[src/logic/bieh_consts.svh]
/*
 * Named offsets, field positions, codes and reset values of the bridge
 * interrupt and error handling block. Included by the top, the link model and the bench.
 */
`ifndef BIEH_CONSTS_SVH
`define BIEH_CONSTS_SVH
// register byte offsets
`define BIEH_OFF_CTRL 8'h00
`define BIEH_OFF_MSICTL 8'h04
`define BIEH_OFF_MSIADDR 8'h08
`define BIEH_OFF_MSIDATA 8'h0C
`define BIEH_OFF_DECODE 8'h10
`define BIEH_OFF_MASK 8'h14
`define BIEH_OFF_TIMEOUT 8'h18
`define BIEH_OFF_STATUS 8'h1C
// control register fields
`define BIEH_CTRL_RP 0
`define BIEH_CTRL_PIN_LO 1
`define BIEH_CTRL_PIN_HI 3
`define BIEH_CTRL_ERREN 4
`define BIEH_CTRL_WMASK 32'h0000_001F
`define BIEH_PIN_INTA 3'h1
// message control fields
`define BIEH_MSI_EN 0
`define BIEH_MMC_LO 1
`define BIEH_MMC_HI 3
`define BIEH_MME_LO 4
`define BIEH_MME_HI 6
`define BIEH_NUM_MSI_REQ 3'h5
// interrupt decode bit positions
`define BIEH_IRQ_MSI 0
`define BIEH_IRQ_SIB 1
`define BIEH_IRQ_SUC 2
`define BIEH_IRQ_SUR 3
`define BIEH_IRQ_SCT 4
`define BIEH_IRQ_SEP 5
`define BIEH_IRQ_SCA 6
`define BIEH_IRQ_MEP 7
// bus and completion codes
`define BIEH_BURST_INCR 2'h1
`define BIEH_CPL_SC 3'h0
`define BIEH_CPL_CA 3'h4
`define BIEH_RESP_OKAY 2'h0
`define BIEH_RESP_SLVERR 2'h2
// reset values
`define BIEH_TIMEOUT_RST 32'h0000_30D4
`define BIEH_ZERO32 32'h0000_0000
`endif

[src/logic/bieh_pkg.sv]
/*
 * Types shared by the bridge interrupt and error handling block.
 * Assumes bieh_consts.svh is on the include path.
 */
package bieh_pkg;
	// slave bridge request descriptor
	typedef struct packed {
		logic valid;
		logic isRead;
		logic posted;
		logic [1:0] burst;
		logic [15:0] reqId;
		logic [7:0] tag;
	} bieh_sreq_t;
	// received completion header
	typedef struct packed {
		logic valid;
		logic [15:0] reqId;
		logic [7:0] tag;
		logic [2:0] status;
		logic poison;
	} bieh_cpl_t;
	// answer to the slave bridge request
	typedef struct packed {
		logic valid;
		logic isRead;
		logic [1:0] resp;
	} bieh_sresp_t;
	// outgoing message write
	typedef struct packed {
		logic valid;
		logic [31:0] addr;
		logic [31:0] data;
	} bieh_msi_t;
	typedef logic [7:0] bieh_irqvec_t;
	typedef enum logic [1:0] {
		BIEH_IDLE = 2'h1,
		BIEH_WAIT = 2'h2
	} bieh_state_t;
endpackage : bieh_pkg

[src/logic/bieh_top.sv]
/*
 * Interrupt signalling and slave-side error handling of a memory-mapped to
 * serial-link bridge, with an AXI4-Lite register slave.
 * Assumes every input is synchronous to sys_clk, and one slave request at
 * a time is outstanding.
 */
// Added by the designer: the placing of the registers and register access over AXI4-Lite.
// Overview of operation
// - local interrupt output asserts only for unmasked decode bits
// - message-received bit is set only in root port mode
// - with MSI enabled, request rising edge sends one MSI write
// - MSI address and data come from software-programmed config registers
// - request input honoured only in endpoint mode, ignored in root port
// - vector bits beyond allocated count are ignored
// - requested vector count log2 advertised in message control bits 3:1
// - allocated count output mirrors message control bits 6:4
// - legacy interrupts only with pin select INTA in endpoint mode
// - legacy with MSI off: rise sends assert, fall sends deassert
// - endpoint sends fatal error on malformed packet if reporting enabled
// - root port drops poisoned requests and sets master poison flag
// - non-incrementing bursts raise bad-burst strobe and answer SLVERR
// - non-posted incrementing requests await completion, checked for errors and absence
// - completion with wrong id or tag is dropped with strobe
// - unsupported or reserved status raises strobe and SLVERR
// - missing completion past timeout raises strobe and SLVERR
// - poisoned completion is discarded, strobe raised, SLVERR answered
// - completer abort status raises strobe and SLVERR
`timescale 1ns/1ps
`include "bieh_consts.svh"
module bieh_top (
	input wire logic sys_clk, // 250 MHz bridge clock
	input wire logic resetn, // synchronous reset, active low
	input wire logic [7:0] s_axi_awaddr, // write address
	input wire logic s_axi_awvalid, // write address valid
	output logic s_axi_awready, // write address ready
	input wire logic [31:0] s_axi_wdata, // write data
	input wire logic [3:0] s_axi_wstrb, // write byte enables
	input wire logic s_axi_wvalid, // write data valid
	output logic s_axi_wready, // write data ready
	output logic [1:0] s_axi_bresp, // write response
	output logic s_axi_bvalid, // write response valid
	input wire logic s_axi_bready, // write response ready
	input wire logic [7:0] s_axi_araddr, // read address
	input wire logic s_axi_arvalid, // read address valid
	output logic s_axi_arready, // read address ready
	output logic [31:0] s_axi_rdata, // read data
	output logic [1:0] s_axi_rresp, // read response
	output logic s_axi_rvalid, // read data valid
	input wire logic s_axi_rready, // read data ready
	input wire logic irqRequest, // MSI request or legacy level
	input wire logic [4:0] msiVectorNum, // MSI vector number
	input wire logic msiReceived, // MSI arrived (root port)
	input wire logic malformedTlp, // malformed packet seen
	input wire logic masterReqValid, // master bridge request packet
	input wire logic masterReqPoison, // its poison bit
	input wire bieh_pkg::bieh_sreq_t slaveReq, // slave bridge request
	output logic slaveReqReady, // slave request can be taken
	input wire bieh_pkg::bieh_cpl_t cplIn, // received completion
	output bieh_pkg::bieh_sresp_t slaveResp, // slave answer pulse
	output bieh_pkg::bieh_msi_t msiOut, // MSI write pulse
	output logic intaAssert, // assert message pulse
	output logic intaDeassert, // deassert message pulse
	output logic fatalErrMsg, // fatal error message pulse
	output logic masterReqKeep, // master request forwarded pulse
	output bieh_pkg::bieh_irqvec_t irqStrobe, // one-cycle event strobes
	output logic localIrq, // masked local interrupt
	output logic msiEnable, // MSI function enabled
	output logic [2:0] msiVectorWidth // allocated vector code
);
	import bieh_pkg::*;

	logic [31:0] ctrlReg;
	logic msiEn;
	logic [2:0] mme;
	logic [31:0] msiAddr;
	logic [31:0] msiData;
	bieh_irqvec_t decode;
	bieh_irqvec_t maskReg;
	logic [31:0] toLimit;
	logic [31:0] toCount;
	logic irqPrev;
	bieh_state_t state;
	logic [15:0] ostId;
	logic [7:0] ostTag;
	bieh_irqvec_t next_set;
	logic [31:0] rdMux;
	logic rdOk;
	logic wrOk;
	logic wrFire;
	logic rdFire;
	logic rootPort;
	logic endpoint;
	logic legacySel;
	logic irqRise;
	logic irqFall;
	wire [31:0] vecMask;
	logic reqTake;
	logic cplMatch;
	logic cplTimeout;

	// byte-lane merge of a write
	function automatic logic [31:0] wmerge(input logic [31:0] old,
		input logic [31:0] dat, input logic [3:0] strb);
		logic [31:0] res;
		res = old;
		for (int i = 0; i < 4; i++) begin
			if (strb[i]) begin
				res[i*8 +: 8] = dat[i*8 +: 8];
			end
		end
		return res;
	endfunction : wmerge

	// mode decode from control bits
	assign rootPort = ctrlReg[`BIEH_CTRL_RP];
	assign endpoint = !rootPort;
	assign legacySel = endpoint && (ctrlReg[`BIEH_CTRL_PIN_HI:`BIEH_CTRL_PIN_LO] == `BIEH_PIN_INTA);
	// input used as is, already on sys_clk
	assign irqRise = irqRequest && !irqPrev;
	assign irqFall = !irqRequest && irqPrev;
	assign msiEnable = msiEn;
	assign msiVectorWidth = mme;
	// vector bits kept per allocated count, none for reserved codes
	for (genvar i = 0; i < 32; i++) begin : g_vec_mask
		assign vecMask[i] = (mme <= `BIEH_NUM_MSI_REQ) && (i < int'(mme));
	end

	// register bus handshakes: address and data taken together
	assign s_axi_awready = s_axi_awvalid && s_axi_wvalid && !s_axi_bvalid;
	assign s_axi_wready = s_axi_awready;
	assign wrFire = s_axi_awready;
	assign s_axi_arready = !s_axi_rvalid;
	assign rdFire = s_axi_arvalid && s_axi_arready;
	assign wrOk = (s_axi_awaddr == `BIEH_OFF_CTRL) || (s_axi_awaddr == `BIEH_OFF_MSICTL)
		|| (s_axi_awaddr == `BIEH_OFF_MSIADDR) || (s_axi_awaddr == `BIEH_OFF_MSIDATA)
		|| (s_axi_awaddr == `BIEH_OFF_DECODE) || (s_axi_awaddr == `BIEH_OFF_MASK)
		|| (s_axi_awaddr == `BIEH_OFF_TIMEOUT) || (s_axi_awaddr == `BIEH_OFF_STATUS);

	// read data selection
	always_comb begin
		rdOk = 1'b1;
		rdMux = `BIEH_ZERO32;
		case (s_axi_araddr)
			`BIEH_OFF_CTRL: rdMux = ctrlReg;
			`BIEH_OFF_MSICTL: rdMux = {25'h0, mme, `BIEH_NUM_MSI_REQ, msiEn};
			`BIEH_OFF_MSIADDR: rdMux = msiAddr;
			`BIEH_OFF_MSIDATA: rdMux = msiData;
			`BIEH_OFF_DECODE: rdMux = {24'h0, decode};
			`BIEH_OFF_MASK: rdMux = {24'h0, maskReg};
			`BIEH_OFF_TIMEOUT: rdMux = toLimit;
			`BIEH_OFF_STATUS: rdMux = {29'h0, irqPrev, state};
			default: rdOk = 1'b0;
		endcase
	end
	// write response channel
	always_ff @(posedge sys_clk) begin
		if (!resetn) begin
			s_axi_bvalid <= 1'b0;
			s_axi_bresp <= `BIEH_RESP_OKAY;
		end else if (wrFire) begin
			s_axi_bvalid <= 1'b1;
			s_axi_bresp <= wrOk ? `BIEH_RESP_OKAY : `BIEH_RESP_SLVERR;
		end else if (s_axi_bready) begin
			s_axi_bvalid <= 1'b0;
		end
	end
	// read data channel
	always_ff @(posedge sys_clk) begin
		if (!resetn) begin
			s_axi_rvalid <= 1'b0;
			s_axi_rdata <= `BIEH_ZERO32;
			s_axi_rresp <= `BIEH_RESP_OKAY;
		end else if (rdFire) begin
			s_axi_rvalid <= 1'b1;
			s_axi_rdata <= rdMux;
			s_axi_rresp <= rdOk ? `BIEH_RESP_OKAY : `BIEH_RESP_SLVERR;
		end else if (s_axi_rready) begin
			s_axi_rvalid <= 1'b0;
		end
	end
	always_ff @(posedge sys_clk) begin
		if (!resetn) begin
			ctrlReg <= `BIEH_ZERO32;
			msiEn <= 1'b0;
			mme <= 3'h0;
			msiAddr <= `BIEH_ZERO32;
			msiData <= `BIEH_ZERO32;
			maskReg <= 8'h00;
			toLimit <= `BIEH_TIMEOUT_RST;
		end else if (wrFire) begin
			case (s_axi_awaddr)
				`BIEH_OFF_CTRL: ctrlReg <= wmerge(ctrlReg, s_axi_wdata, s_axi_wstrb) & `BIEH_CTRL_WMASK;
				`BIEH_OFF_MSICTL: begin
					if (s_axi_wstrb[0]) begin
						msiEn <= s_axi_wdata[`BIEH_MSI_EN];
						mme <= s_axi_wdata[`BIEH_MME_HI:`BIEH_MME_LO];
					end
				end
				`BIEH_OFF_MSIADDR: msiAddr <= wmerge(msiAddr, s_axi_wdata, s_axi_wstrb);
				`BIEH_OFF_MSIDATA: msiData <= wmerge(msiData, s_axi_wdata, s_axi_wstrb);
				`BIEH_OFF_MASK: begin
					if (s_axi_wstrb[0]) begin
						maskReg <= s_axi_wdata[7:0];
					end
				end
				`BIEH_OFF_TIMEOUT: toLimit <= wmerge(toLimit, s_axi_wdata, s_axi_wstrb);
				default: ;
			endcase
		end
	end
	// sticky decode, strobe wins over write-one-to-clear
	always_ff @(posedge sys_clk) begin
		if (!resetn) begin
			decode <= 8'h00;
		end else if (wrFire && s_axi_awaddr == `BIEH_OFF_DECODE && s_axi_wstrb[0]) begin
			decode <= (decode & ~s_axi_wdata[7:0]) | irqStrobe;
		end else begin
			decode <= decode | irqStrobe;
		end
	end
	// only unmasked decode bits reach the local line
	always_ff @(posedge sys_clk) begin
		if (!resetn) begin
			localIrq <= 1'b0;
		end else begin
			localIrq <= |(decode & maskReg);
		end
	end
	// request level history for edge detection
	always_ff @(posedge sys_clk) begin
		if (!resetn) begin
			irqPrev <= 1'b0;
		end else begin
			irqPrev <= irqRequest;
		end
	end
	// MSI write on rising edge, endpoint only
	always_ff @(posedge sys_clk) begin
		if (!resetn) begin
			msiOut <= '0;
		end else begin
			msiOut.valid <= endpoint && msiEn && irqRise;
			msiOut.addr <= msiAddr;
			// vector number merged into allocated low bits
			msiOut.data <= (msiData & ~vecMask) | ({27'h0, msiVectorNum} & vecMask);
		end
	end
	always_ff @(posedge sys_clk) begin
		if (!resetn) begin
			intaAssert <= 1'b0;
			intaDeassert <= 1'b0;
		end else begin
			intaAssert <= legacySel && !msiEn && irqRise;
			intaDeassert <= legacySel && !msiEn && irqFall;
		end
	end
	// fatal error message and master poison filter
	always_ff @(posedge sys_clk) begin
		if (!resetn) begin
			fatalErrMsg <= 1'b0;
			masterReqKeep <= 1'b0;
		end else begin
			fatalErrMsg <= endpoint && malformedTlp && ctrlReg[`BIEH_CTRL_ERREN];
			masterReqKeep <= masterReqValid && !(rootPort && masterReqPoison);
		end
	end

	// slave request tracking
	assign slaveReqReady = (state == BIEH_IDLE);
	assign reqTake = slaveReq.valid && slaveReqReady;
	// match against the outstanding id and tag
	assign cplMatch = (state == BIEH_WAIT) && (cplIn.reqId == ostId) && (cplIn.tag == ostTag);
	assign cplTimeout = (state == BIEH_WAIT) && (toCount >= toLimit) && !(cplIn.valid && cplMatch);

	// event strobes for the decode register
	always_comb begin
		next_set = 8'h00;
		next_set[`BIEH_IRQ_MSI] = rootPort && msiReceived; // root port only
		next_set[`BIEH_IRQ_MEP] = rootPort && masterReqValid && masterReqPoison;
		next_set[`BIEH_IRQ_SIB] = reqTake && (slaveReq.burst != `BIEH_BURST_INCR);
		next_set[`BIEH_IRQ_SUC] = cplIn.valid && !cplMatch;
		next_set[`BIEH_IRQ_SEP] = cplIn.valid && cplMatch && cplIn.poison;
		next_set[`BIEH_IRQ_SCA] = cplIn.valid && cplMatch && !cplIn.poison
			&& (cplIn.status == `BIEH_CPL_CA);
		next_set[`BIEH_IRQ_SUR] = cplIn.valid && cplMatch && !cplIn.poison
			&& (cplIn.status != `BIEH_CPL_CA) && (cplIn.status != `BIEH_CPL_SC);
		next_set[`BIEH_IRQ_SCT] = cplTimeout; // completion absent
	end
	always_ff @(posedge sys_clk) begin
		if (!resetn) begin
			irqStrobe <= 8'h00;
		end else begin
			irqStrobe <= next_set;
		end
	end
	// non-posted incrementing-burst requests wait for their completion
	always_ff @(posedge sys_clk) begin
		if (!resetn) begin
			state <= BIEH_IDLE;
			ostId <= 16'h0000;
			ostTag <= 8'h00;
			toCount <= `BIEH_ZERO32;
		end else begin
			case (state)
				BIEH_IDLE: begin
					toCount <= `BIEH_ZERO32;
					if (reqTake && slaveReq.burst == `BIEH_BURST_INCR && !slaveReq.posted) begin
						state <= BIEH_WAIT;
						ostId <= slaveReq.reqId;
						ostTag <= slaveReq.tag;
					end
				end
				BIEH_WAIT: begin
					toCount <= toCount + 32'h0000_0001;
					// unmatched completions leave the wait untouched
					if ((cplIn.valid && cplMatch) || cplTimeout) begin
						state <= BIEH_IDLE;
					end
				end
				default: state <= BIEH_IDLE;
			endcase
		end
	end

	// answer to the slave bridge
	always_ff @(posedge sys_clk) begin
		if (!resetn) begin
			slaveResp <= '0;
		end else begin
			slaveResp <= '0;
			if (reqTake && slaveReq.burst != `BIEH_BURST_INCR) begin
				slaveResp <= '{valid: 1'b1, isRead: slaveReq.isRead, resp: `BIEH_RESP_SLVERR};
			end else if (reqTake && slaveReq.posted) begin
				slaveResp <= '{valid: 1'b1, isRead: slaveReq.isRead, resp: `BIEH_RESP_OKAY};
			end else if (cplTimeout) begin
				slaveResp <= '{valid: 1'b1, isRead: 1'b1, resp: `BIEH_RESP_SLVERR};
			end else if (cplIn.valid && cplMatch) begin
				slaveResp.valid <= 1'b1;
				slaveResp.isRead <= 1'b1;
				slaveResp.resp <= (cplIn.poison || cplIn.status != `BIEH_CPL_SC)
					? `BIEH_RESP_SLVERR : `BIEH_RESP_OKAY;
			end
		end
	end

	// checks on the logic above
	a_local_irq_gate: assert property (@(posedge sys_clk) disable iff (!resetn)
		((irqStrobe & maskReg) != 8'h00) |=> ##1 localIrq)
		else $error("unmasked event did not raise local interrupt");
	a_msi_recv_rp: assert property (@(posedge sys_clk) disable iff (!resetn)
		(msiReceived && !rootPort) |=> !irqStrobe[`BIEH_IRQ_MSI])
		else $error("message-received bit set outside root port mode");
	a_msi_rise_send: assert property (@(posedge sys_clk) disable iff (!resetn)
		(endpoint && msiEn && irqRequest && !irqPrev) |=> (msiOut.valid && msiOut.addr == $past(msiAddr)))
		else $error("MSI write missing after request edge");
	a_rp_ignores_req: assert property (@(posedge sys_clk) disable iff (!resetn)
		rootPort |=> !(msiOut.valid || intaAssert || intaDeassert))
		else $error("request honoured in root port mode");
	a_vector_clip: assert property (@(posedge sys_clk) disable iff (!resetn)
		(mme == 3'h0 && $stable(msiData)) |=> (!msiOut.valid || msiOut.data == $past(msiData)))
		else $error("vector bits leaked beyond allocation");
	a_inta_edges: assert property (@(posedge sys_clk) disable iff (!resetn)
		(legacySel && !msiEn && !irqRequest && irqPrev) |=> (intaDeassert && !intaAssert))
		else $error("deassert message missing after falling request");
	a_fatal_msg: assert property (@(posedge sys_clk) disable iff (!resetn)
		fatalErrMsg |-> $past(endpoint && malformedTlp && ctrlReg[`BIEH_CTRL_ERREN]))
		else $error("fatal message without enabled malformed event");
	a_bad_burst: assert property (@(posedge sys_clk) disable iff (!resetn)
		(reqTake && slaveReq.burst != `BIEH_BURST_INCR) |=>
		(slaveResp.valid && slaveResp.resp == `BIEH_RESP_SLVERR && irqStrobe[`BIEH_IRQ_SIB]))
		else $error("illegal burst not answered with error");
	a_unexp_cpl: assert property (@(posedge sys_clk) disable iff (!resetn)
		(cplIn.valid && !cplMatch && !cplTimeout && state == BIEH_WAIT) |=>
		(state == BIEH_WAIT && !slaveResp.valid))
		else $error("unexpected completion disturbed the request");
	a_abort_err: assert property (@(posedge sys_clk) disable iff (!resetn)
		(cplIn.valid && cplMatch && !cplIn.poison && cplIn.status == `BIEH_CPL_CA) |=>
		(irqStrobe[`BIEH_IRQ_SCA] && slaveResp.resp == `BIEH_RESP_SLVERR))
		else $error("completer abort not reported");
	a_timeout_err: assert property (@(posedge sys_clk) disable iff (!resetn)
		irqStrobe[`BIEH_IRQ_SCT] |-> ($past(state) == BIEH_WAIT && slaveResp.valid && state == BIEH_IDLE))
		else $error("timeout strobe without waiting request");
	a_sticky_set: assert property (@(posedge sys_clk) disable iff (!resetn)
		(irqStrobe != 8'h00) |=> ((decode & $past(irqStrobe)) == $past(irqStrobe)))
		else $error("strobe did not set its decode bit");
endmodule : bieh_top

[config.mk]
export PLATFORM = sky130hd
export DESIGN_NAME = bieh_top
export DESIGN_NICKNAME = d
export VERILOG_FILES = /design/src/logic/bieh_pkg.sv /design/src/logic/bieh_top.sv
export VERILOG_INCLUDE_DIRS = /design/src /design/src/logic
export SDC_FILE = /design/constraint.sdc
export NUM_CORES = 1
export LEC_CHECK = 0
export BUFFER_PORTS_ARGS = -buffer_cell sky130_fd_sc_hd__buf_2
export CORE_UTILIZATION = 50
export DETAILED_ROUTE_END_ITERATION = 6
export PLACE_DENSITY = 0.77
export RECOVER_POWER = 100
export SLEW_MARGIN = 20
export SYNTH_ARGS = -nofsm -noshare
export SYNTH_HDL_FRONTEND = slang
export SYNTH_SLANG_ARGS = --single-unit
[constraint.sdc]
create_clock -name sys_clk -period 2.1 [get_ports sys_clk]
set_clock_uncertainty 0.1 [all_clocks]
set_input_delay 0 -clock sys_clk [delete_from_list [all_inputs] [get_ports sys_clk]]
set_output_delay 0 -clock sys_clk [all_outputs]
set_load 0.1 [all_outputs]
==> results.md, run 1 <==
| Quantity | Value | Unit |
|---|---|---|
| Run status | finished, violations left | - |
| Violated checks | setup timing | - |
| Worst VDD drop | 0.6662 | mV |
| Syn Std Cell Area | 12540 | µm² |
| Synthesis-to-layout area growth | 37.76 | % |
| Library cell with the largest summed area after synthesis | sky130_fd_sc_hd__dfxtp_1 | - |
| Share of the synthesized area in the top cell type | 47.41 | % |
| Multi-input gate area | 6546 | µm² |
| Total grt overflow | 0 | - |
| Maximum number of pins on one net before global-route repair | 83 | - |
| Worst setup SP type | register | - |
| Number of warnings reported in the yosys synthesis log | 0 | - |
| Number of antenna-violating nets in the routed design | 0 | - |
| Number of enable flip-flop cells after synthesis | 0 | - |
| Area of the die | 25720 | µm² |
| Buffer and inverter count on the worst path | 1 | - |
| Register area | 5983 | µm² |
| Number of placed instances, taps included | 1960 | - |
| WL/cell | 17.67 | µm |
| Worst-margin pin slew | 1.218 | ns |
| Nets | 1950 | - |
| Final critical-path setup slack | -0.06007 | ns |
| Core Footprint | 24460 | µm² |
| CP delay by family, top | compound AO/OA/AOI/OAI gates | - |
| Post-DP HPWL | 24.35 | mm |
| Number of hold violations in the final report | 0 | - |
| Cell count after synthesis | 1351 | - |
| GRT Overall Usage | 28.46 | % |
| Hold path endpoint | irqStrobe[3]$_SDFF_PN0_ | - |
| Clock tree from TritonCTS | done | - |
| Highest fanout seen on the critical path | 3 | - |
| Ratio of routed vias to standard cells | 5.425 | - |
| Top-Level Pins | 255 | - |
| TritonCTS buffer count | 30 | - |
| Count of vias placed by the detailed router | 11560 | - |
| Post-Layout Cell Count | 2131 | - |
| Clock buffer depth | 3 | - |
| Maximum clock frequency | 462.9 | MHz |
| Horizontal die dimension | 160.4 | µm |
| Clk root buf | sky130_fd_sc_hd__clkbuf_16 | - |
| Proportion of synthesized chip area in sequential cells | 47.41 | % |
| Top FF cell, synth | sky130_fd_sc_hd__dfxtp_1 | - |
| Critical Path Max Stage Delay | 0.35 | ns |
| Type of the worst setup path | register to register | - |
| Data required time at the worst endpoint | 2.40 | ns |
| Power density relative to cell area | 726.3 | nW/µm² |
| Total of buffers placed on input and output ports | 251 | - |
| R2r setup slk | -0.06 | ns |
| Number of distinct library cells after synthesis | 69 | - |
| Post-synthesis average cell area | 9.283 | µm² |
| Last weighted congestion value of the routability-driven placer | 0.8992 | - |
| Worst hold start | cplIn[15] | - |
| Arrival time at the worst endpoint | 2.46 | ns |
| Diodes inserted | 0 | - |
| Tcrit/Tclk final | 102.9 | % |
| Number of design-rule violations left by the first detailed-router iteration | 770 | - |
| Largest cells by area after synthesis | sky130_fd_sc_hd__dfxtp_1 47%, sky130_fd_sc_hd__mux2i_1 12%, sky130_fd_sc_hd__nor2_1 6.0%, sky130_fd_sc_hd__ha_1 4.0%, sky130_fd_sc_hd__nand2_1 3.7% | - |
| Number of max-capacitance violations reported | 0 | - |
| Post-placement cell area | 14830 | µm² |
| Critical Path Start | toLimit[14]$_SDFFE_PN0P_ | - |
| Via count of the first global-routing pass | 11641 | - |
| Setup-violating endpoint count in the final report | 3 | - |
| Final design area excluding fillers | 17280 | µm² |
| Worst hold slack across all endpoints | 0.03543 | ns |
| Cell leakage power | 7.684 | nW |
| Reg2Reg Depth | 7 | - |
| Number of sinks on the clock net | 297 | - |
| Effective utilization at floorplan | 51.27 | % |
| Depth of the worst hold-timing path | 7 | - |
| First-pass GRT wire length | 59.48 | mm |
| Cell with the largest stage delay on the worst path | sky130_fd_sc_hd__dfxtp_1 | - |
| Setup repair after global routing missed its margin | yes | - |
| Endpoint of the worst register-to-register path | state[0]$_SDFFE_PN1P_ | - |
| Fill cell instance count of the final layout | 1733 | - |
| H-tree levels | 1 | - |
| Layout cells sized above 1 | 24.46 | % |
| Hold Path Class | primary input to register | - |
| Length of the first detailed-routing pass in iterations | 5 | - |
| Total number of placement rows | 57 | - |
| Setup TNS Final | -0.1259 | ns |
| Crit path depth | 7 | - |
| Asr flop ratio synth | 0 | % |
| Count of state elements after synthesis | 297 | - |
| Chain of cells forming the critical path | inv_1 > ha_4 > and4_4 > a221oi_4 > o22ai_4 > o41ai_2 > o221ai_1 | - |
| Total routed wirelength | 37.66 | mm |
| Clock period minus worst slack | 2.160 | ns |
| Clock slew at reported path FFs | 0.06 | ns |
| Clock latency of the later-clocked register in the worst-skew pair | 0.57 | ns |
| Endpoint class of the critical path | register | - |
| Antenna violations before repair | 0 | - |
| Startpoint of the lowest-slack register-to-register path | toLimit[14]$_SDFFE_PN0P_ | - |
| DRC errors left | 0 | - |
| Max Slew Vio Count | 0 | - |
| Worst slew margin relative to its limit | 19.16 | % |
| Die Ht | 160.4 | µm |
[worst reg2reg max path, delay by kind of cell (launching register included)]
family	cells	cell delay, ns
AO/OA/AOI/OAI	4	1.00
flip-flops	1	0.35
buffers and inverters	1	0.08
AND/OR/NAND/NOR	1	0.21
adder cells (fa/ha/maj)	1	0.26
[state kept, by name (all words and copies together) (netlist names), 2 cells and up]
signal          flops
msiOut             65
msiAddr            32
msiData            32
s_axi_rdata        32
toCount            32
toLimit            32
ostId              16
decode              8
irqStrobe           8
maskReg             8
ostTag              8
ctrlReg             5
msiVectorWidth      3
slaveResp           3
state               2
[power by group]
group,leakage [nW],switching (W),internal [W]
registers,2.41,0.0000281,0.00567
logic,4.73,0.000620,0.000354
clock network,0.541,0.00227,0.00361
total,7.68,0.00292,0.00963
[cells by family after synthesis]
| family | synth area share [%] |
|---|---|
| AOI/OAI and AO/OA | 8.710 |
| xor gates and xnor gates | 3.632 |
| adders and majority gates | 3.991 |
| buffers and inverters | 3.711 |
| DFF | 47.41 |
| muxes | 11.90 |
| other | 0.02990 |
| and+or+nand+nor | 20.61 |
[cell usage after synthesis (3+ instances only)]
cell type                    n
sky130_fd_sc_hd__dfxtp_1   297
sky130_fd_sc_hd__buf_1       6
sky130_fd_sc_hd__nand3_1    27
sky130_fd_sc_hd__or3_1       7
sky130_fd_sc_hd__nand2b_1    6
sky130_fd_sc_hd__a21oi_1    51
sky130_fd_sc_hd__nor2b_1     7
sky130_fd_sc_hd__ha_1       40
sky130_fd_sc_hd__nor4_4      4
sky130_fd_sc_hd__nor2_1    199
sky130_fd_sc_hd__buf_4       4
sky130_fd_sc_hd__a22oi_1    36
sky130_fd_sc_hd__mux2i_1   148
sky130_fd_sc_hd__nand3b_1    4
sky130_fd_sc_hd__and3_1     11
sky130_fd_sc_hd__buf_2       6
sky130_fd_sc_hd__nand2_1   122
sky130_fd_sc_hd__and4_1      3
sky130_fd_sc_hd__clkbuf_1   50
sky130_fd_sc_hd__nand4_1    22
sky130_fd_sc_hd__and2_1     60
sky130_fd_sc_hd__nor3_1     14
sky130_fd_sc_hd__or4_1       4
sky130_fd_sc_hd__a21o_1      6
sky130_fd_sc_hd__xnor2_1    29
sky130_fd_sc_hd__nor4_1      8
sky130_fd_sc_hd__xor2_1     23
sky130_fd_sc_hd__nand4b_1    4
sky130_fd_sc_hd__a211oi_1    6
sky130_fd_sc_hd__inv_1      51
sky130_fd_sc_hd__a221oi_1    3
sky130_fd_sc_hd__o21ai_0    43
sky130_fd_sc_hd__a31oi_1     6
[routing by layer]
layer  global-route usage, %  up-vias  part of all wire [%]
li1                        -     5505                     -
met1                   35.61     5497                    42
met2                   50.18      461                    49
met3                   3.900       97                   5.8
met4                   9.654        0                   2.9
met5                       0        -                     0
[worst max-delay path by stage]
stage	end	slack, ns
3_3_place_gp	state[0]$_SDFFE_PN1P_	-0.19
3_5_place_dp	state[0]$_SDFFE_PN1P_	-0.26
4_1_cts	slaveResp[1]$_SDFF_PN0_	-0.06
2_1_floorplan	slaveResp[1]$_SDFF_PN0_	-0.02
6_report	state[0]$_SDFFE_PN1P_	-0.06
5_1_grt	state[0]$_SDFFE_PN1P_	-0.13
[layout by cell type, fill, tap and decap left out, types with 10 or more instances in the layout]
| cell | count |
|---|---|
| sky130_fd_sc_hd__xor2_1 | 23 |
| sky130_fd_sc_hd__buf_2 | 126 |
| sky130_fd_sc_hd__nand2_1 | 120 |
| sky130_fd_sc_hd__ha_4 | 19 |
| sky130_fd_sc_hd__nand4_1 | 23 |
| sky130_fd_sc_hd__mux2i_1 | 148 |
| sky130_fd_sc_hd__nor2_1 | 198 |
| sky130_fd_sc_hd__clkbuf_2 | 69 |
| sky130_fd_sc_hd__and2_0 | 34 |
| sky130_fd_sc_hd__xnor2_1 | 29 |
| sky130_fd_sc_hd__clkbuf_16 | 30 |
| sky130_fd_sc_hd__o21ai_0 | 42 |
| sky130_fd_sc_hd__and2_1 | 26 |
| sky130_fd_sc_hd__ha_1 | 20 |
| sky130_fd_sc_hd__nand3_1 | 23 |
| sky130_fd_sc_hd__dfxtp_2 | 27 |
| sky130_fd_sc_hd__inv_1 | 40 |
| sky130_fd_sc_hd__dfxtp_1 | 269 |
| sky130_fd_sc_hd__nor3_1 | 10 |
| sky130_fd_sc_hd__and3_1 | 10 |
| sky130_fd_sc_hd__a21oi_1 | 43 |
| sky130_fd_sc_hd__clkbuf_1 | 75 |
| sky130_fd_sc_hd__buf_4 | 85 |
| sky130_fd_sc_hd__dlygate4sd3_1 | 108 |
| sky130_fd_sc_hd__a22oi_1 | 36 |
[through the flow]
stage,setup slack (ns),total power (W),util (%)
detailed placement,-0.2572,0.006612,60.64
finish,-0.06007,0.01255,70.63
global route,-0.1332,0.01290,70.63
CTS,-0.05530,0.01257,70.75
global placement,-0.1869,0.006605,60.64
floorplan,-0.01594,0.006310,-
[what timing repair did]
action,4_1_cts,5_1_grt
gates resized for setup,51,37
endpoints found under the setup margin,11,15
pin swaps,31,25
hold buffers,108,0
endpoints found under the hold margin,204,0
gates cloned,0,0
setup buffers,4,3
[area by class of cell]
class | instances | share of cell area (%)
sequential | 297 | 34.63
inverter | 52 | 1.166
clock buffer | 42 | 5.012
timing repair buffer | 464 | 17.58
tap | 324 | 2.346
clock inverter | 14 | 1.376
multi-input combinational | 938 | 37.89
(Power assumes the default switching activity.)
==> run 2, diff against run 1 <==
--- a/config.mk
+++ b/config.mk
@@ -7,9 +7,11 @@
 export NUM_CORES = 1
 export LEC_CHECK = 0
 export BUFFER_PORTS_ARGS = -buffer_cell sky130_fd_sc_hd__buf_2
-export CORE_UTILIZATION = 50
+export CELL_PAD_IN_SITES_DETAIL_PLACEMENT = 0
+export CELL_PAD_IN_SITES_GLOBAL_PLACEMENT = 2
+export CORE_UTILIZATION = 30
 export DETAILED_ROUTE_END_ITERATION = 6
-export PLACE_DENSITY = 0.77
+export PLACE_DENSITY_LB_ADDON = 0.1
 export RECOVER_POWER = 100
 export SLEW_MARGIN = 20
 export SYNTH_ARGS = -nofsm -noshare
==> run 2 against run 1 <==
The run ends with DRC, setup timing left. Flip-flop and latch count did not move. Utilization fell by 26 points. Via count fell by 4.2%. Power rose by 9.2%.
==> results.md, run 2 (same netlist as run 1, synthesis figures left out) <==
| Quantity | Value | Unit |
|---|---|---|
| Die Ht | 206.5 | µm |
| Placement Setup Slack | -0.2636 | ns |
| Clock latency of the later-clocked register in the worst-skew pair | 0.54 | ns |
| Run status | finished, violations left | - |
| H-tree levels | 2 | - |
| Buffer and inverter count on the worst path | 1 | - |
| Core Footprint | 41020 | µm² |
| Nets | 1993 | - |
| Total grt overflow | 0 | - |
| Via count of the first global-routing pass | 11110 | - |
| Number of sinks on the clock net | 297 | - |
| DRC errors left | 18 | - |
| Post-Layout Cell Count | 2385 | - |
| Layout cells sized above 1 | 26.88 | % |
| Met3 layer usage reported by global route | 3.374 | % |
| Worst setup SP type | register | - |
| Worst hold slack across all endpoints | 0.05638 | ns |
| Maximum clock frequency | 473.4 | MHz |
| Hold Path Class | primary input to register | - |
| WL/cell | 17.68 | µm |
| Tcrit/Tclk final | 100.6 | % |
| Max Slew Vio Count | 0 | - |
| Worst-margin pin slew | 1.341 | ns |
| Number of antenna-violating nets in the routed design | 0 | - |
| Critical Path Max Stage Delay | 0.34 | ns |
| Post-DP HPWL | 30.21 | mm |
| Last weighted congestion value of the routability-driven placer | 0.7730 | - |
| Number of hold violations in the final report | 0 | - |
| Synthesis-to-layout area growth | 44.72 | % |
| Biggest register | msiOut | - |
| Total number of placement rows | 74 | - |
| Clock slew at reported path FFs | 0.06 | ns |
| Commonest non-fill, non-tap cells in the layout | 273 x sky130_fd_sc_hd__dfxtp_1, 197 x sky130_fd_sc_hd__nor2_1, 148 x sky130_fd_sc_hd__mux2i_1 | - |
| Clock buffer depth | 3 | - |
| Clk root buf | sky130_fd_sc_hd__clkbuf_16 | - |
| Endpoint class of the critical path | register | - |
| Final critical-path setup slack | -0.01259 | ns |
| Clock tree from TritonCTS | done | - |
| Area of the die | 42620 | µm² |
| Setup repair after global routing missed its margin | yes | - |
| Chain of cells forming the critical path | inv_1 > ha_1 > and3_1 > o21ai_0 > o311a_1 > o22ai_2 > o41ai_2 > o221ai_1 | - |
| Horizontal die dimension | 206.5 | µm |
| Number of design-rule violations left by the first detailed-router iteration | 437 | - |
| Met1 GRT Util | 27.40 | % |
| Total routed wirelength | 42.17 | mm |
| Busiest grt layer | met2 | - |
| Violated checks | DRC, setup timing | - |
| Count of vias placed by the detailed router | 11079 | - |
| Setup-violating endpoint count in the final report | 3 | - |
| Number of placed instances, taps included | 2192 | - |
| Arrival time at the worst endpoint | 2.41 | ns |
| Final design area excluding fillers | 18150 | µm² |
| Most common cell after layout, fill and taps aside | sky130_fd_sc_hd__dfxtp_1 | - |
| Power density relative to cell area | 755.1 | nW/µm² |
| Setup TNS Final | -0.01754 | ns |
| TritonCTS buffer count | 37 | - |
| Effective utilization at floorplan | 30.57 | % |
| Cell leakage power | 8.076 | nW |
| Cell with the largest stage delay on the worst path | sky130_fd_sc_hd__o41ai_2 | - |
| Highest fanout seen on the critical path | 3 | - |
| CP delay by family, top | compound AO/OA/AOI/OAI gates | - |
| First-pass GRT wire length | 64.18 | mm |
| Clock period minus worst slack | 2.113 | ns |
| Top-Level Pins | 255 | - |
| Maximum number of pins on one net before global-route repair | 36 | - |
| Fraction of met2 tracks used by global routing | 31.49 | % |
| Antenna violations before repair | 0 | - |
| Post-placement cell area | 15330 | µm² |
| Type of the worst setup path | register to register | - |
| Data required time at the worst endpoint | 2.40 | ns |
| Ratio of routed vias to standard cells | 4.645 | - |
| Length of the first detailed-routing pass in iterations | 7 | - |
| Total of buffers placed on input and output ports | 251 | - |
| Number of max-capacitance violations reported | 0 | - |
| Fill cell instance count of the final layout | 4121 | - |
| Worst slew margin relative to its limit | 10.63 | % |
| Largest register FFs | 65 | - |
| GRT Overall Usage | 19.76 | % |
| Worst VDD drop | 0.5000 | mV |
| Diodes inserted | 0 | - |
[run 2: cell count changes in the layout (fill, tap and decap cells not counted), sizes merged]
cell         delta
clkbuf         +12
dlygate4sd3     +1
bufinv          +1
buf            +36
inv             +1
clkinv          -5
[run 2: final timing paths]
check	from	to	slack, ns	cells after the start
worst max-delay path	toLimit[6]$_SDFFE_PN1P_	state[0]$_SDFFE_PN1P_	-0.01	8
worst min register to register	s_axi_rdata[5]$_SDFFE_PN0P_	s_axi_rdata[5]$_SDFFE_PN0P_	0.36	2
worst min-delay path	s_axi_wvalid	s_axi_bvalid$_SDFFE_PN0P_	0.06	5
worst max register to register	toLimit[6]$_SDFFE_PN1P_	state[0]$_SDFFE_PN1P_	-0.01	8
[run 2: what timing repair did]
item / in CTS / in global routing
hold buffers: 109 / 0
resized for setup: 51 / 47
buffers inserted: 6 / 12
endpoints found under the hold margin: 183 / 0
pin swaps: 25 / 22
setup endpoints to repair: 7 / 24
[run 2: stage by stage]
stage / util, % / power (W)
2_1_floorplan: - / 0.006310
3_3_place_gp: 37.37 / 0.006697
3_5_place_dp: 37.37 / 0.006696
4_1_cts: 44.00 / 0.01389
5_1_grt: 44.25 / 0.01421
6_report: 44.25 / 0.01370
[run 2: power by group]
part           internal, W  total, W  switching [W]
Clock              0.00444   0.00696        0.00252
Sequential         0.00567   0.00570      0.0000271
Combinational     0.000398   0.00105       0.000647
Total               0.0105    0.0137        0.00319
[run 2: layout make-up]
type / count / area [µm²] / share of cell area (%)
Multi-Input combinational cell: 938 / 6613 / 36.44
Sequential cell: 297 / 5978 / 32.94
Timing Repair Buffer: 500 / 3367 / 18.55
Clock buffer: 55 / 1086 / 5.984
Tap cell: 532 / 665.6 / 3.668
Clock inverter: 11 / 240.2 / 1.324
Inverter: 52 / 198.9 / 1.096
[run 2: metal layers]
metal	up-vias	part of all wire, %
met1	5242	50
met2	188	45
met3	50	3.8
met4	0	1.7
met5	-	0
li1	5599	-
[run 2: worst reg2reg max path, cell delays in order (launching register included)]
cell and delay (ns):
sky130_fd_sc_hd__dfxtp_1 0.33, sky130_fd_sc_hd__inv_1 0.05, sky130_fd_sc_hd__ha_1 0.31, sky130_fd_sc_hd__and3_1 0.19, sky130_fd_sc_hd__o21ai_0 0.16, sky130_fd_sc_hd__o311a_1 0.22
sky130_fd_sc_hd__o22ai_2 0.10, sky130_fd_sc_hd__o41ai_2 0.35, sky130_fd_sc_hd__o221ai_1 0.17
==> run 3, diff against run 2 <==
--- a/config.mk
+++ b/config.mk
@@ -11,7 +11,7 @@
 export CELL_PAD_IN_SITES_GLOBAL_PLACEMENT = 2
 export CORE_UTILIZATION = 30
 export DETAILED_ROUTE_END_ITERATION = 6
-export PLACE_DENSITY_LB_ADDON = 0.1
+export PLACE_DENSITY_LB_ADDON = 0.08
 export RECOVER_POWER = 100
 export SLEW_MARGIN = 20
 export SYNTH_ARGS = -nofsm -noshare
==> run 3 against run 2 <==
The run still ends with DRC, setup timing left. Non-clock buffer count shrank 11. Clock-buffer cell count is the same. Sequential power hardly changed. Utilization fell by 0.83 points. Setup slack got worse by 0.080 ns. Routed wire length fell by 1.8%. Via count fell by 0.57%. Final cell count down 0.55%.
==> results.md, run 3 (same netlist as run 1, synthesis figures left out) <==
| Quantity | Value | Unit |
|---|---|---|
| Data required time at the worst endpoint | 2.37 | ns |
| Via count of the first global-routing pass | 10894 | - |
| Setup repair after global routing missed its margin | yes | - |
| Worst VDD drop | 0.4530 | mV |
| Biggest register | msiOut | - |
| Number of hold violations in the final report | 0 | - |
| Type of the worst setup path | register to register | - |
| Number of design-rule violations left by the first detailed-router iteration | 504 | - |
| Power share of the sequential group | 42.8 | % |
| Commonest non-fill, non-tap cells in the layout | 276 x sky130_fd_sc_hd__dfxtp_1, 198 x sky130_fd_sc_hd__nor2_1, 148 x sky130_fd_sc_hd__mux2i_1 | - |
| Count of vias placed by the detailed router | 11016 | - |
| Internal power contribution | 0.01016 | W |
| Diodes inserted | 0 | - |
| Ratio of routed vias to standard cells | 4.644 | - |
| Depth of the worst hold-timing path | 7 | - |
| Total grt overflow | 0 | - |
| Length of the first detailed-routing pass in iterations | 7 | - |
| Total number of placement rows | 74 | - |
| Worst hold start | cplIn[17] | - |
| Startpoint of the lowest-slack register-to-register path | toLimit[17]$_SDFFE_PN0P_ | - |
| Maximum number of pins on one net before global-route repair | 62 | - |
| Sw frac | 23.55 | % |
| Horizontal die dimension | 206.5 | µm |
| WL/cell | 17.45 | µm |
| Arrival time at the worst endpoint | 2.47 | ns |
| Violated checks | DRC, setup timing | - |
| Number of placed instances, taps included | 2194 | - |
| H-tree levels | 2 | - |
| Nets | 1981 | - |
| Maximum clock frequency | 456.1 | MHz |
| Clock buffer depth | 3 | - |
| Number of max-capacitance violations reported | 0 | - |
| Clock period minus worst slack | 2.192 | ns |
| Tcrit/Tclk final | 104.4 | % |
| Cell leakage power | 7.868 | nW |
| Number of sinks on the clock net | 297 | - |
| TritonCTS buffer count | 36 | - |
| Final design utilization | 43.42 | % |
| Worst-margin pin slew | 1.230 | ns |
| Total of buffers placed on input and output ports | 251 | - |
| Largest register FFs | 65 | - |
| Layout cells sized above 1 | 25.76 | % |
| Synthesis-to-layout area growth | 42.00 | % |
| Clock latency of the later-clocked register in the worst-skew pair | 0.54 | ns |
| DRC errors left | 20 | - |
| GRT Overall Usage | 19.18 | % |
| Setup-violating endpoint count in the final report | 8 | - |
| Max Slew Vio Count | 0 | - |
| Reg2Reg Depth | 9 | - |
| Placement Setup Slack | -0.3185 | ns |
| Hold path endpoint | irqStrobe[3]$_SDFF_PN0_ | - |
| Antenna violations before repair | 1 | - |
| Endpoint of the worst register-to-register path | irqStrobe[4]$_SDFF_PN0_ | - |
| Most common cell after layout, fill and taps aside | sky130_fd_sc_hd__dfxtp_1 | - |
| Worst slew margin relative to its limit | 18.35 | % |
| Core Footprint | 41020 | µm² |
| Clock slew at reported path FFs | 0.06 | ns |
| Net switching power of the design | 0.003131 | W |
| Power share of the clock group | 49.7 | % |
| Highest fanout seen on the critical path | 4 | - |
| Endpoint class of the critical path | register | - |
| R2r setup slk | -0.09 | ns |
| Area of the die | 42620 | µm² |
| Number of antenna-violating nets in the routed design | 0 | - |
| Top-Level Pins | 255 | - |
| Hold Path Class | primary input to register | - |
| Power density relative to cell area | 746.5 | nW/µm² |
| Setup TNS Final | -0.3996 | ns |
| Clock tree from TritonCTS | done | - |
| Effective utilization at floorplan | 30.57 | % |
| Die Ht | 206.5 | µm |
| Final critical-path setup slack | -0.09237 | ns |
| Last weighted congestion value of the routability-driven placer | 0.7799 | - |
| Run status | finished, violations left | - |
| First-pass GRT wire length | 62.51 | mm |
| Total routed wirelength | 41.40 | mm |
| Post-Layout Cell Count | 2372 | - |
| Clk root buf | sky130_fd_sc_hd__clkbuf_16 | - |
| Worst setup SP type | register | - |
| Part of the total power dissipated in combinational logic | 7.5 | % |
| Post-DP HPWL | 29.78 | mm |
| Pwr Total | 0.01329 | W |
[run 3: cell count changes in the layout (fill, tap and decap cells not counted), sizes merged]
cell         before  now
dlygate4sd3     109  107
clkinv            2    5
clkinvlp          2    1
buf             253  240
clkbuf          193  197
inv              52   51
bufinv            7    4
[run 3: routing by layer]
| metal | track usage [%] | vias to the layer above | wire length (µm) |
|---|---|---|---|
| met4 | 4.464 | 0 | 697 |
| met1 | 26.88 | 5183 | 20250 |
| li1 | - | 5558 | - |
| met5 | 0 | - | 0 |
| met2 | 30.33 | 228 | 18430 |
| met3 | 3.359 | 47 | 2022 |
[run 3: timing repair]
| item | in CTS | in global routing |
|---|---|---|
| buffers inserted | 4 | 5 |
| hold buffers | 107 | 0 |
| gates resized for setup | 26 | 50 |
| hold endpoints to repair | 181 | 0 |
| pin swaps | 19 | 36 |
| setup endpoints to repair | 9 | 17 |
[run 3: area by class of cell]
type | instances | area [µm²]
Clock buffer | 55 | 1114
Timing Repair Buffer | 489 | 3212
Fill cell | 4180 | 23210
Sequential cell | 297 | 5977
Multi-Input combinational cell | 938 | 6491
Tap cell | 532 | 665.6
Inverter | 52 | 203.9
Clock inverter | 9 | 145.1
[run 3: worst max path at each step]
stage	from	to
finish	toLimit[17]$_SDFFE_PN0P_	irqStrobe[4]$_SDFF_PN0_
global route	toLimit[27]$_SDFFE_PN0P_	irqStrobe[4]$_SDFF_PN0_
CTS	toCount[0]$_SDFFE_PN0P_	state[0]$_SDFFE_PN1P_
detailed placement	toLimit[25]$_SDFFE_PN0P_	slaveResp[1]$_SDFF_PN0_
global placement	toLimit[25]$_SDFFE_PN0P_	slaveResp[1]$_SDFF_PN0_
floorplan	toLimit[25]$_SDFFE_PN0P_	slaveResp[1]$_SDFF_PN0_
[run 3: power by group through the flow]
| stage | clock network, W | registers (W) | logic, W |
|---|---|---|---|
| 6_report | 0.00660 | 0.00570 | 0.000997 |
| 3_5_place_dp | 0 | 0.00582 | 0.000858 |
| 4_1_cts | 0.00679 | 0.00569 | 0.00102 |
| 3_3_place_gp | 0 | 0.00582 | 0.000860 |
| 2_1_floorplan | 0 | 0.00595 | 0.000356 |
| 5_1_grt | 0.00705 | 0.00570 | 0.00107 |
[run 3: worst max-delay path, cell delays in order (launching register included)]
cell                       delay (ns)
sky130_fd_sc_hd__dfxtp_2         0.33
sky130_fd_sc_hd__inv_2           0.04
sky130_fd_sc_hd__ha_4            0.20
sky130_fd_sc_hd__a21o_1          0.18
sky130_fd_sc_hd__nand3_2         0.06
sky130_fd_sc_hd__a211oi_2        0.06
sky130_fd_sc_hd__o41a_1          0.53
sky130_fd_sc_hd__nor3_4          0.33
sky130_fd_sc_hd__buf_4           0.17
sky130_fd_sc_hd__nor3_2          0.03
[run 3: stage by stage]
stage / cell area (µm²) / hold WS (ns)
final: 17810 / 0.009192
after detailed placement: 15290 / 0.08987
after floorplan: 12650 / -0.02334
after CTS: 17770 / 0.01398
after global placement: 15290 / 0.08285
after global routing: 17810 / 0.01724
